**src/logic/cii_regs.svh**
```systemverilog
// register offsets, field positions and reset values of the core interrupt interface
`ifndef CII_REGS_SVH
`define CII_REGS_SVH
// ----------------------------------------------------------------
// register byte offsets
// ----------------------------------------------------------------
`define CII_OFS_CTRL      8'h00
`define CII_OFS_CAUSE     8'h04
`define CII_OFS_PEND      8'h08
`define CII_OFS_ISTAT     8'h0C
`define CII_OFS_IMASK     8'h10
// ----------------------------------------------------------------
// field positions
// ----------------------------------------------------------------
`define CII_CTRL_MODE_BIT  0
`define CII_CTRL_EN_LSB    8
`define CII_REQUESTED_PRIO_FIELD_LSB 0
`define CII_PRIO_LEVEL_FIELD_LSB  8
`define CII_CAUSE_SEL_LSB  16
`define CII_PEND_VEC_LSB   8
`define CII_PEND_ANY_BIT   16
`define CII_EV_TAKEN_BIT   0
`define CII_EV_TIMER_BIT   1
// ----------------------------------------------------------------
// reset values and merge selector base
// ----------------------------------------------------------------
`define CII_CTRL_RST      32'h0000_3F00
`define CII_IMASK_RST     2'h0
`define CII_SEL_BASE      3'h2
`endif

```
**src/logic/cii_pkg.sv**
```systemverilog
// types shared by the core interrupt interface
`default_nettype none
package cii_pkg;
   // interrupt mode of the request inputs
   typedef enum logic [0:0] {
      CII_MODE_VECTORED = 1'b0,
      CII_MODE_EXT      = 1'b1
   } cii_mode_t;

   // apb request side, driven by the bus master
   typedef struct packed {
      logic        psel;
      logic        penable;
      logic        pwrite;
      logic [7:0]  paddr;
      logic [31:0] pwdata;
   } cii_apb_req_t;

   // apb answer side, driven by this slave
   typedef struct packed {
      logic        pready;
      logic        pslverr;
      logic [31:0] prdata;
   } cii_apb_rsp_t;
endpackage
`default_nettype wire

```
**src/logic/cii_prio_enc.sv**
```systemverilog
// fixed priority encoder for individual hardware requests
`timescale 1ns/100ps
`default_nettype none
module cii_prio_enc #(
   parameter int N = 6                        // number of request lines
) (
   input  wire logic [N-1:0] req,             // request lines, level
   output logic              any,             // some line requests
   output logic [5:0]        idx              // highest requesting line
);
   // ----------------------------------------------------------------
   // elaboration check
   // ----------------------------------------------------------------
   // the index output is six bits wide and could name 64 lines; the check allows 1 to 63
   if (N < 1 || N > 63) begin : g_bad_n
      $error("cii_prio_enc: N out of range");
   end

   // ----------------------------------------------------------------
   // encoding
   // ----------------------------------------------------------------
   // higher index wins: later loop passes override lower ones
   always_comb begin
      any = 1'b0;
      idx = 6'h00;
      for (int i = 0; i < N; i++) begin
         if (req[i]) begin
            any = 1'b1;
            idx = 6'(i);
         end
      end
   end
endmodule // cii_prio_enc
`default_nettype wire

```
**src/logic/cii_core_irq_if.sv**
```systemverilog
// core interrupt interface: request inputs, priority readback, timer merge, apb registers
// ----------------------------------------------------------------
// Notes on behaviour
// - vectored mode: six lines, ranked internally
// - external mode: inputs are 6-bit code, zero idle
// - on take in external mode, capture merged code into requested field
// - priority output mirrors field, updates on pulse
// - 3-bit selector merges timer; 0,1 nowhere
// - taken pulse lasts one clock for each clock that a take is accepted
// ----------------------------------------------------------------
//
// Implementation choices: the register offsets and the APB interface to the registers.
`timescale 1ns/100ps
`default_nettype none
`include "cii_regs.svh"
module cii_core_irq_if #(
   parameter int NREQ = 6                          // request input count
) (
   input  wire logic                 ref_clk,                // 125 MHz core clock
   input  wire logic                 sys_rst,                // sync reset, high
   input  wire cii_pkg::cii_apb_req_t apb_req,               // apb request
   output cii_pkg::cii_apb_rsp_t     apb_rsp,                // apb answer
   input  wire logic [NREQ-1:0]      irq_req_in,             // request pins
   input  wire logic                 timer_irq_in,           // internal timer level
   input  wire logic [2:0]           timer_irq_merge_select, // static merge selector
   input  wire logic                 exc_take_in,            // core begins interrupt exception
   output logic                      core_irq_pending,       // request for the core
   output logic [5:0]                core_vector_out,        // vector for the core
   output logic [5:0]                current_prio_level_out, // priority to controller
   output logic                      irq_taken_pulse,        // taken, one clock
   output logic                      irq_line                // summary interrupt
);
   import cii_pkg::*;

   // ----------------------------------------------------------------
   // elaboration check
   // ----------------------------------------------------------------
   // the external code and the register fields are fixed at six lines
   if (NREQ != 6) begin : g_bad_nreq
      $error("cii_core_irq_if: NREQ must be 6");
   end

   // ----------------------------------------------------------------
   // state
   // ----------------------------------------------------------------
   logic [NREQ-1:0] sync1_q, sync2_q;        // vectored-mode pin synchroniser
   logic [31:0]     ctrl_q, ctrl_d;          // mode and line enables
   logic [5:0]      ripl_q, ripl_d;          // requested_prio_field
   logic [5:0]      ipl_q, ipl_d;            // prio_level_field
   logic [5:0]      ipl_out_q, ipl_out_d;    // priority output register
   logic            taken_q, taken_d;        // taken pulse register
   logic            pend_q, pend_d;          // pending to core
   logic [5:0]      vec_q, vec_d;            // vector to core
   logic [1:0]      istat_q, istat_d;        // sticky events
   logic [1:0]      imask_q, imask_d;        // event mask
   logic            timer_prev_q;            // timer edge memory
   logic [31:0]     rdata_q, rdata_d;        // registered read data
   logic            err_q, err_d;            // registered slave error

   cii_mode_t       mode;                    // current interrupt mode
   logic [NREQ-1:0] timer_onehot;            // timer routed to one line
   logic [NREQ-1:0] vec_lines;               // vectored lines after merge
   logic [5:0]      ext_code;                // external code after merge
   logic            enc_any;                 // encoder found a line
   logic [5:0]      enc_idx;                 // encoder winner
   logic            take;                    // accepted take request
   logic            wr_en;                   // apb write in access phase
   logic            timer_rise;              // timer event

   assign mode = cii_mode_t'(ctrl_q[`CII_CTRL_MODE_BIT]);

   // ----------------------------------------------------------------
   // timer merge
   // ----------------------------------------------------------------
   // timer merged by selector
   always_comb begin
      timer_onehot = '0;
      for (int i = 0; i < NREQ; i++) begin
         if (timer_irq_merge_select == 3'(i + `CII_SEL_BASE)) begin
            timer_onehot[i] = timer_irq_in;
         end
      end
   end

   // vectored lines use synchronised pins, gated by enables
   assign vec_lines = (sync2_q | timer_onehot) & ctrl_q[`CII_CTRL_EN_LSB +: NREQ];
   assign ext_code  = irq_req_in | timer_onehot;

   cii_prio_enc #(.N(NREQ)) u_enc (
      .req (vec_lines),
      .any (enc_any),
      .idx (enc_idx)
   );

   // ----------------------------------------------------------------
   // request path to the core
   // ----------------------------------------------------------------
   // a take is only honoured while a request is offered
   assign take       = exc_take_in && pend_q;
   assign wr_en      = apb_req.psel && apb_req.penable && apb_req.pwrite;
   assign timer_rise = timer_irq_in && !timer_prev_q;

   always_comb begin
      pend_d    = 1'b0;
      vec_d     = 6'h00;
      taken_d   = take;
      ripl_d    = ripl_q;
      ipl_out_d = ipl_out_q;
      if (mode == CII_MODE_EXT) begin
         pend_d = (ext_code != 6'h00);
         vec_d  = ext_code;
         if (take) begin
            ripl_d = ext_code;
         end
      end else begin
         pend_d = enc_any;
         vec_d  = enc_idx;
      end
      // output follows field only with pulse
      if (taken_q) begin
         ipl_out_d = ipl_q;
      end
   end

   // ----------------------------------------------------------------
   // apb registers
   // ----------------------------------------------------------------
   // zero wait states: read data and error are set up in the setup phase
   always_comb begin
      ctrl_d  = ctrl_q;
      ipl_d   = ipl_q;
      imask_d = imask_q;
      istat_d = istat_q;
      rdata_d = 32'h0000_0000;
      err_d   = 1'b0;
      // decode during setup so the answer stands in the access phase
      if (apb_req.psel && !apb_req.penable) begin
         if (apb_req.paddr == `CII_OFS_CTRL) begin
            rdata_d = ctrl_q;
         end else if (apb_req.paddr == `CII_OFS_CAUSE) begin
            rdata_d[`CII_REQUESTED_PRIO_FIELD_LSB +: 6] = ripl_q;
            rdata_d[`CII_PRIO_LEVEL_FIELD_LSB +: 6]  = ipl_q;
            rdata_d[`CII_CAUSE_SEL_LSB +: 3]  = timer_irq_merge_select;
         end else if (apb_req.paddr == `CII_OFS_PEND) begin
            rdata_d[NREQ-1:0]                = sync2_q;
            rdata_d[`CII_PEND_VEC_LSB +: 6]  = vec_q;
            rdata_d[`CII_PEND_ANY_BIT]       = pend_q;
         end else if (apb_req.paddr == `CII_OFS_ISTAT) begin
            rdata_d[1:0] = istat_q;
         end else if (apb_req.paddr == `CII_OFS_IMASK) begin
            rdata_d[1:0] = imask_q;
         end else begin
            // unmapped address: error, data zero
            err_d = 1'b1;
         end
      end
      if (wr_en) begin
         if (apb_req.paddr == `CII_OFS_CTRL) begin
            ctrl_d = apb_req.pwdata & 32'h0000_3F01;
         end else if (apb_req.paddr == `CII_OFS_CAUSE) begin
            ipl_d = apb_req.pwdata[`CII_PRIO_LEVEL_FIELD_LSB +: 6];
         end else if (apb_req.paddr == `CII_OFS_ISTAT) begin
            istat_d = istat_q & ~apb_req.pwdata[1:0];
         end else if (apb_req.paddr == `CII_OFS_IMASK) begin
            imask_d = apb_req.pwdata[1:0];
         end
      end
      // events set after the clear, so a set in the clear cycle wins
      if (taken_q) begin
         istat_d[`CII_EV_TAKEN_BIT] = 1'b1;
      end
      if (timer_rise) begin
         istat_d[`CII_EV_TIMER_BIT] = 1'b1;
      end
   end

   // ----------------------------------------------------------------
   // registers
   // ----------------------------------------------------------------
   always_ff @(posedge ref_clk) begin
      if (sys_rst) begin
         sync1_q      <= '0;
         sync2_q      <= '0;
         ctrl_q       <= `CII_CTRL_RST;
         ripl_q       <= 6'h00;
         ipl_q        <= 6'h00;
         ipl_out_q    <= 6'h00;
         taken_q      <= 1'b0;
         pend_q       <= 1'b0;
         vec_q        <= 6'h00;
         istat_q      <= 2'h0;
         imask_q      <= `CII_IMASK_RST;
         timer_prev_q <= 1'b0;
         rdata_q      <= 32'h0000_0000;
         err_q        <= 1'b0;
      end else begin
         sync1_q      <= irq_req_in;
         sync2_q      <= sync1_q;
         ctrl_q       <= ctrl_d;
         ripl_q       <= ripl_d;
         ipl_q        <= ipl_d;
         ipl_out_q    <= ipl_out_d;
         taken_q      <= taken_d;
         pend_q       <= pend_d;
         vec_q        <= vec_d;
         istat_q      <= istat_d;
         imask_q      <= imask_d;
         timer_prev_q <= timer_irq_in;
         rdata_q      <= rdata_d;
         err_q        <= err_d;
      end
   end

   // ----------------------------------------------------------------
   // outputs
   // ----------------------------------------------------------------
   assign apb_rsp.pready          = 1'b1;
   assign apb_rsp.pslverr         = err_q && apb_req.psel && apb_req.penable;
   assign apb_rsp.prdata          = rdata_q;
   assign core_irq_pending        = pend_q;
   assign core_vector_out         = vec_q;
   assign current_prio_level_out  = ipl_out_q;
   assign irq_taken_pulse         = taken_q;
   assign irq_line                = |(istat_q & imask_q);
endmodule // cii_core_irq_if
`default_nettype wire

```
**config.mk**
```make
export PLATFORM = sky130hd
export DESIGN_NAME = cii_core_irq_if
export DESIGN_NICKNAME = d
export VERILOG_FILES = /design/src/logic/cii_pkg.sv /design/src/logic/cii_prio_enc.sv /design/src/logic/cii_core_irq_if.sv
export VERILOG_INCLUDE_DIRS = /design/src /design/src/logic
export SDC_FILE = /design/constraint.sdc
export NUM_CORES = 1
export LEC_CHECK = 0
export BUFFER_PORTS_ARGS = -buffer_cell sky130_fd_sc_hd__buf_4
export CAP_MARGIN = 15
export CORE_AREA = 2 2 77 79
export CTS_BUF_LIST = sky130_fd_sc_hd__clkbuf_16
export DETAILED_ROUTE_END_ITERATION = 16
export DIE_AREA = 0 0 79 81
export PLACE_DENSITY_LB_ADDON = 0.2
export SETUP_SLACK_MARGIN = 0.05
export SLEW_MARGIN = 10
export SYNTH_ARGS = -nofsm -noshare
export SYNTH_HDL_FRONTEND = slang
export SYNTH_SLANG_ARGS = --single-unit
```
**constraint.sdc**
```tcl
create_clock -name ref_clk -period 2 [get_ports ref_clk]
set_input_delay 0.4 -clock ref_clk [delete_from_list [all_inputs] [get_ports ref_clk]]
set_output_delay 0.4 -clock ref_clk [all_outputs]
set_load 0.1 [all_outputs]
```
======== Word-level counts from Yosys, hierarchy flattened ========
Index checks and enable logic that the tools add are counted.
operators by class
  $add $sub $neg .......................... 0
  $mul .................................... 0
  div/mod/pow operators ................... 0
  $lt $le $gt $ge ......................... 0
  equality and inequality tests ........... 14
  shift operators ......................... 0
  muxes and demuxes ....................... 37
  bitwise operators ....................... 10
  reductions and logical operators ........ 26
operators with widths
  operator                                        number
  two-way mux 6 bit                               5
  two-way mux 1 bit                               20
  two-way mux 2 bit                               9
  == test 8 x 4 -> 1 bit (second input constant)  2
  == test 3 bit (second input constant)           4
  OR 6 bit                                        2
  == test 8 x 3 -> 1 bit (second input constant)  1
  == test 8 x 5 -> 1 bit (second input constant)  1
  zero test 8 bit                                 1
  != test 2 bit (second input constant)           4
  AND reduction 4 bit                             2
  nonzero test 2 bit                              4
  logical AND 1 bit                               7
  AND 6 bit                                       1
  == test 3 x 2 -> 1 bit (second input constant)  2
  two-way mux 3 bit                               2
  nonzero test 6 bit                              1
  OR reduction 6 bit                              1
  AND reduction 5 bit                             1
  AND 2 bit                                       2
  two-way mux 4 bit                               1
  inverter 1 bit                                  4
  AND reduction 2 bit                             2
  OR reduction 2 bit                              2
  5 further kinds                                 6
word-level totals
  register bits ........................... 66
  latch bits .............................. 0
  bits in writable memories ............... 0
  ROM bits ................................ 0
  input port bits ......................... 56
  output and inout port bits .............. 49
  memories kept ........................... 0

======== Longest topological paths before layout ========
Gate-level depths: netlist of the first run.
  word-level depth ........................ 11
  depth in mapped cells ................... 6

======== Cells and area by module ========
Synthesis of the first run repeated with hierarchy kept, for this count alone.
unflattened totals
  cell total of the unflattened synthesis .. 316
  area total of the unflattened synthesis .. 2,869.0 um^2
by module, submodules not included
  module           instances  cells each  area an instance (um^2)
  cii_core_irq_if  1          304         2,801.4
  cii_prio_enc     1          12          67.6

======== Worst setup path before layout of the first run ========
No wires, ideal clock.
  path type ............................... reg-to-reg
  start ................................... register pend_q, in the netlist core_irq_pending
  end ..................................... register ripl_q[1]
  arrival time ............................ 1.672 ns
  required time ........................... 1.914 ns
  setup slack ............................. 0.243 ns
  stages on the path, launching flop included .. 5
  buffers on the path ..................... 1
  clock period less this slack ............ 1.757 ns
  cells stage by stage .................... dfxtp_1 and3_1 buf_2 nor2_1 a211oi_1
on the way
  cells in the longest elaborated chain, start to end .. 2
RTL lines
  element                        RTL line                text
  start, declared                cii_core_irq_if.sv:52   logic pend_q, pend_d;
  start signal, assigned         cii_core_irq_if.sv:204  pend_q <= pend_d;
  logical AND 1 bit              cii_core_irq_if.sv:99   assign take = exc_take_in && pend_q;
  AND reduction 2 bit (no line)  -
  end signal, assigned           cii_core_irq_if.sv:200  ripl_q <= ripl_d;
  end, declared                  cii_core_irq_if.sv:48   logic [5:0] ripl_q, ripl_d;
No other way between the ends.
A chain may end at the register's enable or synchronous reset.

======== Worst setup path in the final report of the first run ========
  start ................................... register imask_q[0]
  end ..................................... output irq_line
on the way
  cells in the longest elaborated chain, start to end .. 2
RTL lines
  element                 RTL line                text
  start, declared         cii_core_irq_if.sv:55   logic [1:0] imask_q, imask_d;
  start signal, assigned  cii_core_irq_if.sv:192  imask_q <= `CII_IMASK_RST;
  start signal, assigned  cii_core_irq_if.sv:207  imask_q <= imask_d;
  AND 2 bit               cii_core_irq_if.sv:224  assign irq_line = |(istat_q & imask_q);
  OR reduction 2 bit      cii_core_irq_if.sv:224
  end, declared           cii_core_irq_if.sv:31   output logic irq_line
No other way between the ends.

==> impl_metrics.py, run 1 <==
metrics = {
    "run_status": {
        "status": "finished clean",
    },
    "critical_path": {
        "cpPeakStageDelay_ns": 0.37,
        "end_kind": "output pin",
        "crit_required_ns": 1.60,
        "worst-path-buf-inv": 1,
        "crit_fanout": 3,
        "cp_slowest_cell": "dfxtp_1",
        "cp_top_family": "flip-flops",
        "worst_ep_arrival_time_ns": 1.13,
        "critPathKind": "flip-flop to output pin",
        "cp-start-kind": "flip-flop",
        "crit_chain": "a22o_1, buf_4",
    },
    "floorplan": {
        "dieArea_um2": 6400,
        "pin_count": 105,
        "rows": 28,
        "die_y_um": 81,
        "die_x_um": 79,
        "initial_core_util_pct": 49.5,
        "coreArea_um2": 5680,
    },
    "placed_design": {
        "gp_congestion": 0.841,
        "port_buffers": 62,
        "place_hpwl_mm": 4.58,
    },
    "cts": {
        "post_cts_resized": 0,
        "cts_num_sinks": 66,
        "cts_max_level": 3,
        "cts_tree": "yes",
        "ctsHoldBuffers": 0,
        "clkTransAtPathRegs_ns": 0.05,
        "cts_buffer_depth": 2,
        "cts_buffers": 9,
        "post_cts_buffers": 0,
        "clk_latency_ns": 0.33,
        "clockRootBuffer": "clkbuf_16",
    },
    "detailed_routing": {
        "drc": 0,
        "vias": 2367,
        "wl_per_cell_um": 14.7,
        "final_antenna_net_count": 0,
        "avgViaCountPerCell": 5.34,
        "wl_mm": 6.50,
        "drtIter0Drc": 172,
        "drt_first_pass_iters": 5,
    },
    "power_and_ir_drop": {
        "power.clock.fraction_pct": 48.4,
        "swShare_pct": 26.4,
        "p_int_mw": 2.53,
        "ir_drop_mv": 0.653,
        "share_seq_of_total_power_pct": 39.3,
        "total_power_mw": 3.44,
        "p_per_area_nw_per_um2": 958,
        "combPwrFrac_pct": 12.3,
        "switchingPower_uw": 909,
        "p_leak_nw": 1.56,
    },
    "global_route": {
        "use_met3_pct": 5.33,
        "grt_start_max_net_pins": 50,
        "grt_pass1_wl_mm": 10.0,
        "top_usage_layer": "met2",
        "grt_use_met1_pct": 26.3,
        "grt_use_met2_pct": 33.8,
        "grt_overflow": 0,
        "antenna_found_initial": 0,
        "grt_pass1_vias": 2068,
        "track_usage_pct": 20.5,
    },
    "synth": {
        "synth-async-reset-ratio_pct": 0,
        "synth_top_flop_cell": "dfxtp_1",
        "yosys_register_bits": 66,
        "syn-cell-area_um2": 2810,
        "synth_edf_count": 0,
        "ys_types": 48,
        "yosysWarnings": 0,
        "ys_seq_area_share_pct": 47.0,
        "ys_top_cells_by_area": "dfxtp_1 (47%), nor2_1 (5.7%), nor2b_1 (4.9%)",
        "synth.avg_cell_area_um2": 9.31,
        "synth_top_area_share_pct": 47.0,
        "synthTopCellsByCount": "dfxtp_1 (66), nor2_1 (43), nor2b_1 (22), buf_4 (18), a21oi_1 (14)",
        "synth.most_common_cell": "dfxtp_1",
        "synth_top_area_cell": "dfxtp_1",
        "netlist_instances": 302,
    },
    "sta": {
        "setup-violations-final": 0,
        "clock_skew_ns": 0.00378,
        "rsz0062_at_grt": "no",
        "period_share_pct": 76.7,
        "final_max_slew_viol_count": 0,
        "finalSetupTns_ns": 0,
        "fin_crit_ns": 1.53,
        "fmax_mhz": 652,
        "finalHoldViolations": 0,
    },
    "final_layout": {
        "drive_gt1_share_pct": 27.2,
        "multi_input_area_um2": 1310,
        "nFillCells": 514,
        "final_nets": 419,
        "seq_area_um2": 1320,
        "area_growth_syn_to_layout_pct": 27.7,
        "antennaDiodeCount": 0,
    },
    "job": {
        "max_cap_violations": 0,
    },
    "min_path": {
        "hp-class": "input pin to flip-flop",
    },
}
## metrics by stage
| stage | instances | hold slack (ns) | worst slack, ns | area (um2) | util [%] |
|---|---|---|---|---|---|
| 4_1_cts | 443 | 0.298 | 0.473 | 3590 | 63.2 |
| 6_report | 443 | 0.299 | 0.466 | 3590 | 63.2 |
| 3_5_place_dp | 427 | 0.430 | 0.152 | 3270 | 57.6 |
| 2_1_floorplan | 318 | 0.414 | 0.243 | 2870 | - |
| 5_1_grt | 443 | 0.318 | 0.395 | 3590 | 63.2 |
| 3_3_place_gp | 427 | 0.417 | 0.204 | 3270 | 57.6 |
## cell usage in the layout (no fill, tap or decap), types with 2 or more instances in the layout
cell type  Yosys  final
buf_4         18     68
dfxtp_1       66     66
nor2_1        43     43
nor2b_1       22     22
conb_1         2     18
a21oi_1       14     14
nand2_1       13     13
mux2i_1       13     13
inv_1         10     11
o21ai_0        9      9
clkbuf_16      0      9
o221a_2        6      6
a211o_1        6      6
a211oi_1       6      6
and3_1         5      5
nand2b_1       5      5
a22oi_1        5      5
o21a_1         5      5
and4b_1        3      3
nand4b_1       3      3
nand3_1        3      3
a41oi_1        2      2
and4bb_2       2      2
a221oi_1       2      2
nor3_1         2      2
nand4_1        2      2
bufinv_16      0      2
## cells by family after synthesis
logic type / after synthesis / synth area share (%)
buffers and inverters: 44 / 8.63
and+or+nand+nor: 114 / 23.1
muxes: 13 / 4.63
other: 2 / 0.267
AOI/OAI and AO/OA: 63 / 16.4
DFF: 66 / 47.0
## power groups by stage
stage / Sequential (mW) / Clock [mW] / Combinational, mW
final: 1.35 / 1.67 / 0.422
after CTS: 1.35 / 1.69 / 0.421
after floorplan: 1.43 / 0 / 0.285
after global placement: 1.38 / 0 / 0.418
after detailed placement: 1.38 / 0 / 0.419
after global routing: 1.35 / 1.76 / 0.443
## state kept, by name, indices dropped and copies added, names as in the netlist
register                flops
ipl_q                       6
imask_q                     2
istat_q                     2
irq_taken_pulse             1
core_vector_out             6
err_q                       1
ripl_q                      6
sync2_q                     6
current_prio_level_out      6
ctrl_q                      7
rdata_q                    15
sync1_q                     6
timer_prev_q                1
core_irq_pending            1
## worst register-to-register path, cell delays in order (launching register included)
cell      delay (ns)
dfxtp_1         0.47
and3_1          0.46
nor2_1          0.07
a211oi_1        0.21
## final timing paths
check / from / endpoint / slack [ns] / depth (start not counted)
max: imask_q[0] / irq_line / 0.47 / 2
min: irq_req_in[2] / sync1_q[2] / 0.30 / 2
max reg2reg: ctrl_q[0] / ripl_q[5] / 0.70 / 3
min reg2reg: sync1_q[5] / sync2_q[5] / 0.44 / 1
## routing by layer
layer | wire length, um | vias up | part of all wire [%]
met4 | 117 | 0 | 1.8
met1 | 2810 | 1108 | 43
met3 | 449 | 12 | 6.9
met2 | 3120 | 101 | 48
li1 | - | 1146 | -
met5 | 0 | - | 0
## final cells by class
type / instances / area share, %
Multi-Input combinational cell: 208 / 36.4
Timing Repair Buffer: 68 / 14.2
Tap cell: 75 / 2.61
Sequential cell: 66 / 36.8
Inverter: 10 / 1.05
Clock buffer: 9 / 6.27
Clock inverter: 7 / 2.61
Note: power is estimated with default switching activity, not from simulation.
==> run 2, diff against run 1 <==
- ABC_AREA: unset -> 1
- CORE_AREA: 2 2 77 79 -> 2 2 80 82
- DIE_AREA: 0 0 79 81 -> 0 0 82 84
- clock period: 2 -> 1.6 ns (I/O delays scaled with it)
==> run 2 against run 1 <==
Power rose by 15%. Combinational power rose by 39%. Global-route usage rose by 0.79 points. Critical endpoint unchanged. Largest power group is now registers.
==> impl_metrics.py, run 2 <==
metrics = {
    "run_status": {
        "status": "finished clean",
    },
    "critical_path": {
        "crit_fanout": 3,
        "crit_required_ns": 1.28,
        "cp_top_family": "flip-flops",
        "r2r-start": "ctrl_q[0]",
        "cp_slowest_cell": "dfxtp_1",
        "reg2reg_to": "ripl_q[3]",
        "cpPeakStageDelay_ns": 0.38,
        "worst_ep_arrival_time_ns": 1.10,
        "worstRegToRegCells": 5,
        "crit_chain": "nand2_1, nand2_1, buf_4",
        "worst-path-buf-inv": 1,
        "cp_common_cell": "nand2_1",
        "end_kind": "output pin",
        "endpoint": "irq_line",
        "rrSetupSlack_ns": 0.44,
        "critPathKind": "flip-flop to output pin",
        "crit_start": "istat_q[0]",
        "cp-start-kind": "flip-flop",
        "worstSetupPathDepth": 3,
    },
    "power_and_ir_drop": {
        "share_seq_of_total_power_pct": 43.0,
        "p_int_mw": 2.82,
        "p_leak_nw": 1.81,
        "swShare_pct": 28.9,
        "combPwrFrac_pct": 14.8,
        "p_per_area_nw_per_um2": 1090,
        "power.clock.fraction_pct": 42.1,
        "switchingPower_mw": 1.15,
        "ir_drop_mv": 0.736,
    },
    "global_route": {
        "grt_pass1_vias": 2471,
        "grt_overflow": 0,
        "antenna_found_initial": 0,
        "grt_pass1_wl_mm": 11.1,
        "track_usage_pct": 21.3,
        "grt_start_max_net_pins": 28,
    },
    "detailed_routing": {
        "wl_per_cell_um": 12.7,
        "final_antenna_net_count": 0,
        "drc": 0,
        "avgViaCountPerCell": 4.85,
        "wl_mm": 6.80,
        "vias": 2601,
        "drt_first_pass_iters": 4,
        "drtIter0Drc": 173,
    },
    "synth": {
        "ys_seq_area_share_pct": 45.5,
        "yosys_register_bits": 66,
        "netlist_instances": 388,
        "ys_top_cells_by_area": "dfxtp_1 (45%), nand2_1 (9.7%), inv_1 (6.5%)",
        "yosysWarnings": 0,
        "synth.most_common_cell": "nand2_1",
        "synth_top_flop_cell": "dfxtp_1",
        "synth_top_area_cell": "dfxtp_1",
        "syn-cell-area_um2": 2900,
        "synth_edf_count": 0,
        "ys_types": 30,
        "synthTopCellsByCount": "nand2_1 (75), dfxtp_1 (66), inv_1 (50), nor2_1 (45), a21oi_1 (28)",
        "synth-async-reset-ratio_pct": 0,
        "synth_top_area_share_pct": 45.5,
        "synth.avg_cell_area_um2": 7.48,
    },
    "cts": {
        "post_cts_resized": 0,
        "cts_tree": "yes",
        "ctsHoldBuffers": 0,
        "cts_buffers": 9,
        "cts_max_level": 3,
        "cts_buffer_depth": 2,
        "clkTransAtPathRegs_ns": 0.05,
        "clockRootBuffer": "clkbuf_16",
        "post_cts_buffers": 0,
        "cts_num_sinks": 66,
        "clk_latency_ns": 0.32,
    },
    "sta": {
        "setup-violations-final": 0,
        "period_share_pct": 89.0,
        "final_max_slew_viol_count": 0,
        "rsz0062_at_grt": "no",
        "finalSetupTns_ns": 0,
        "fin_crit_ns": 1.42,
        "fin_hold_ws_ns": 0.217,
        "clock_skew_ns": 0.00331,
        "fmax_mhz": 702,
        "finalHoldViolations": 0,
    },
    "final_layout": {
        "top_register": "rdata_q",
        "drive_gt1_share_pct": 22.4,
        "layout.cells.non_filler": 536,
        "final_core_utilization_pct": 59.6,
        "nFillCells": 594,
        "final_cell_mix": "nand2_1 (75), buf_4 (65), dfxtp_1 (64)",
        "final_nets": 510,
        "final_cell_area_um2": 3630,
        "top_regs": "rdata_q: 15 flops, ctrl_q: 7 flops",
        "final_common_cell": "nand2_1",
        "largest_reg_flops": 15,
        "antennaDiodeCount": 0,
        "area_growth_syn_to_layout_pct": 25.1,
    },
    "floorplan": {
        "die_x_um": 82,
        "initial_core_util_pct": 47.6,
        "rows": 29,
        "die_y_um": 84,
        "dieArea_um2": 6890,
        "pin_count": 105,
        "coreArea_um2": 6100,
    },
    "min_path": {
        "hp-start": "irq_req_in[1]",
        "hold_depth": 3,
        "hp-class": "input pin to flip-flop",
    },
    "job": {
        "max_cap_violations": 0,
    },
    "placed_design": {
        "gp_congestion": 0.814,
        "placed_area_um2": 3380,
        "port_buffers": 62,
        "place_inst": 520,
        "place_hpwl_mm": 5.04,
    },
}
[run 2: cell count changes in the layout (fill, tap and decap cells not counted), sizes merged, moves of 14 or more]
cell / delta
nand2: +66
inv: +48
o21ai: +23
nor2b: -22
nand3: +21
a21oi: +14
[run 2: cell families after synthesis]
logic type | after synthesis | synth area share (%)
AO/OA/AOI/OAI | 64 | 11.2
buffers and inverters | 85 | 14.0
flip-flops | 66 | 45.5
other | 2 | 0.259
AND/OR/NAND/NOR | 171 | 29.0
[run 2: power groups by stage]
stage / clock [mW] / sequential, mW / combinational (mW)
floorplan: 0 / 1.86 / 0.357
global placement: 0 / 1.74 / 0.584
detailed placement: 0 / 1.74 / 0.588
CTS: 1.70 / 1.71 / 0.589
global route: 1.77 / 1.71 / 0.625
finish: 1.67 / 1.71 / 0.588
[run 2: final cells by class]
type	count	area [um2]	share of cell area, %
Tap cell	77	96.3	2.65
Timing Repair Buffer	65	488	13.4
Multi-Input combinational cell	253	1240	34.1
Clock buffer	9	225	6.20
Clock inverter	7	28.8	0.792
Sequential cell	66	1320	36.4
Inverter	59	231	6.37
[run 2: how the worst min path moves through the flow]
stage	to	slack, ns
after CTS	sync1_q[1]	0.21
after global routing	ctrl_q[11]	0.23
final	sync1_q[1]	0.22
after floorplan	sync2_q[0]	0.39
after global placement	sync2_q[5]	0.39
after detailed placement	sync2_q[5]	0.39
[run 2: per-layer routing]
| layer | share of wire (%) | global-route usage [%] | vias up |
|---|---|---|---|
| met2 | 48 | 33.9 | 70 |
| met3 | 5.0 | 3.79 | 17 |
| met4 | 2.9 | 10.9 | 0 |
| met1 | 44 | 27.2 | 1187 |
| met5 | 0 | 0 | - |
| li1 | - | - | 1327 |
[run 2: tightest hold or removal path: cells and delay by family]
kind / cells / cell delay (ns)
buf+inv: 2 / 0.11
simple gates: 1 / 0.07
[run 2: stage by stage]
stage	worst slack [ns]	total power, mW
2_1_floorplan	0.111	2.22
3_3_place_gp	0.110	2.32
3_5_place_dp	0.0822	2.33
4_1_cts	0.167	4.00
5_1_grt	0.132	4.10
6_report	0.175	3.97
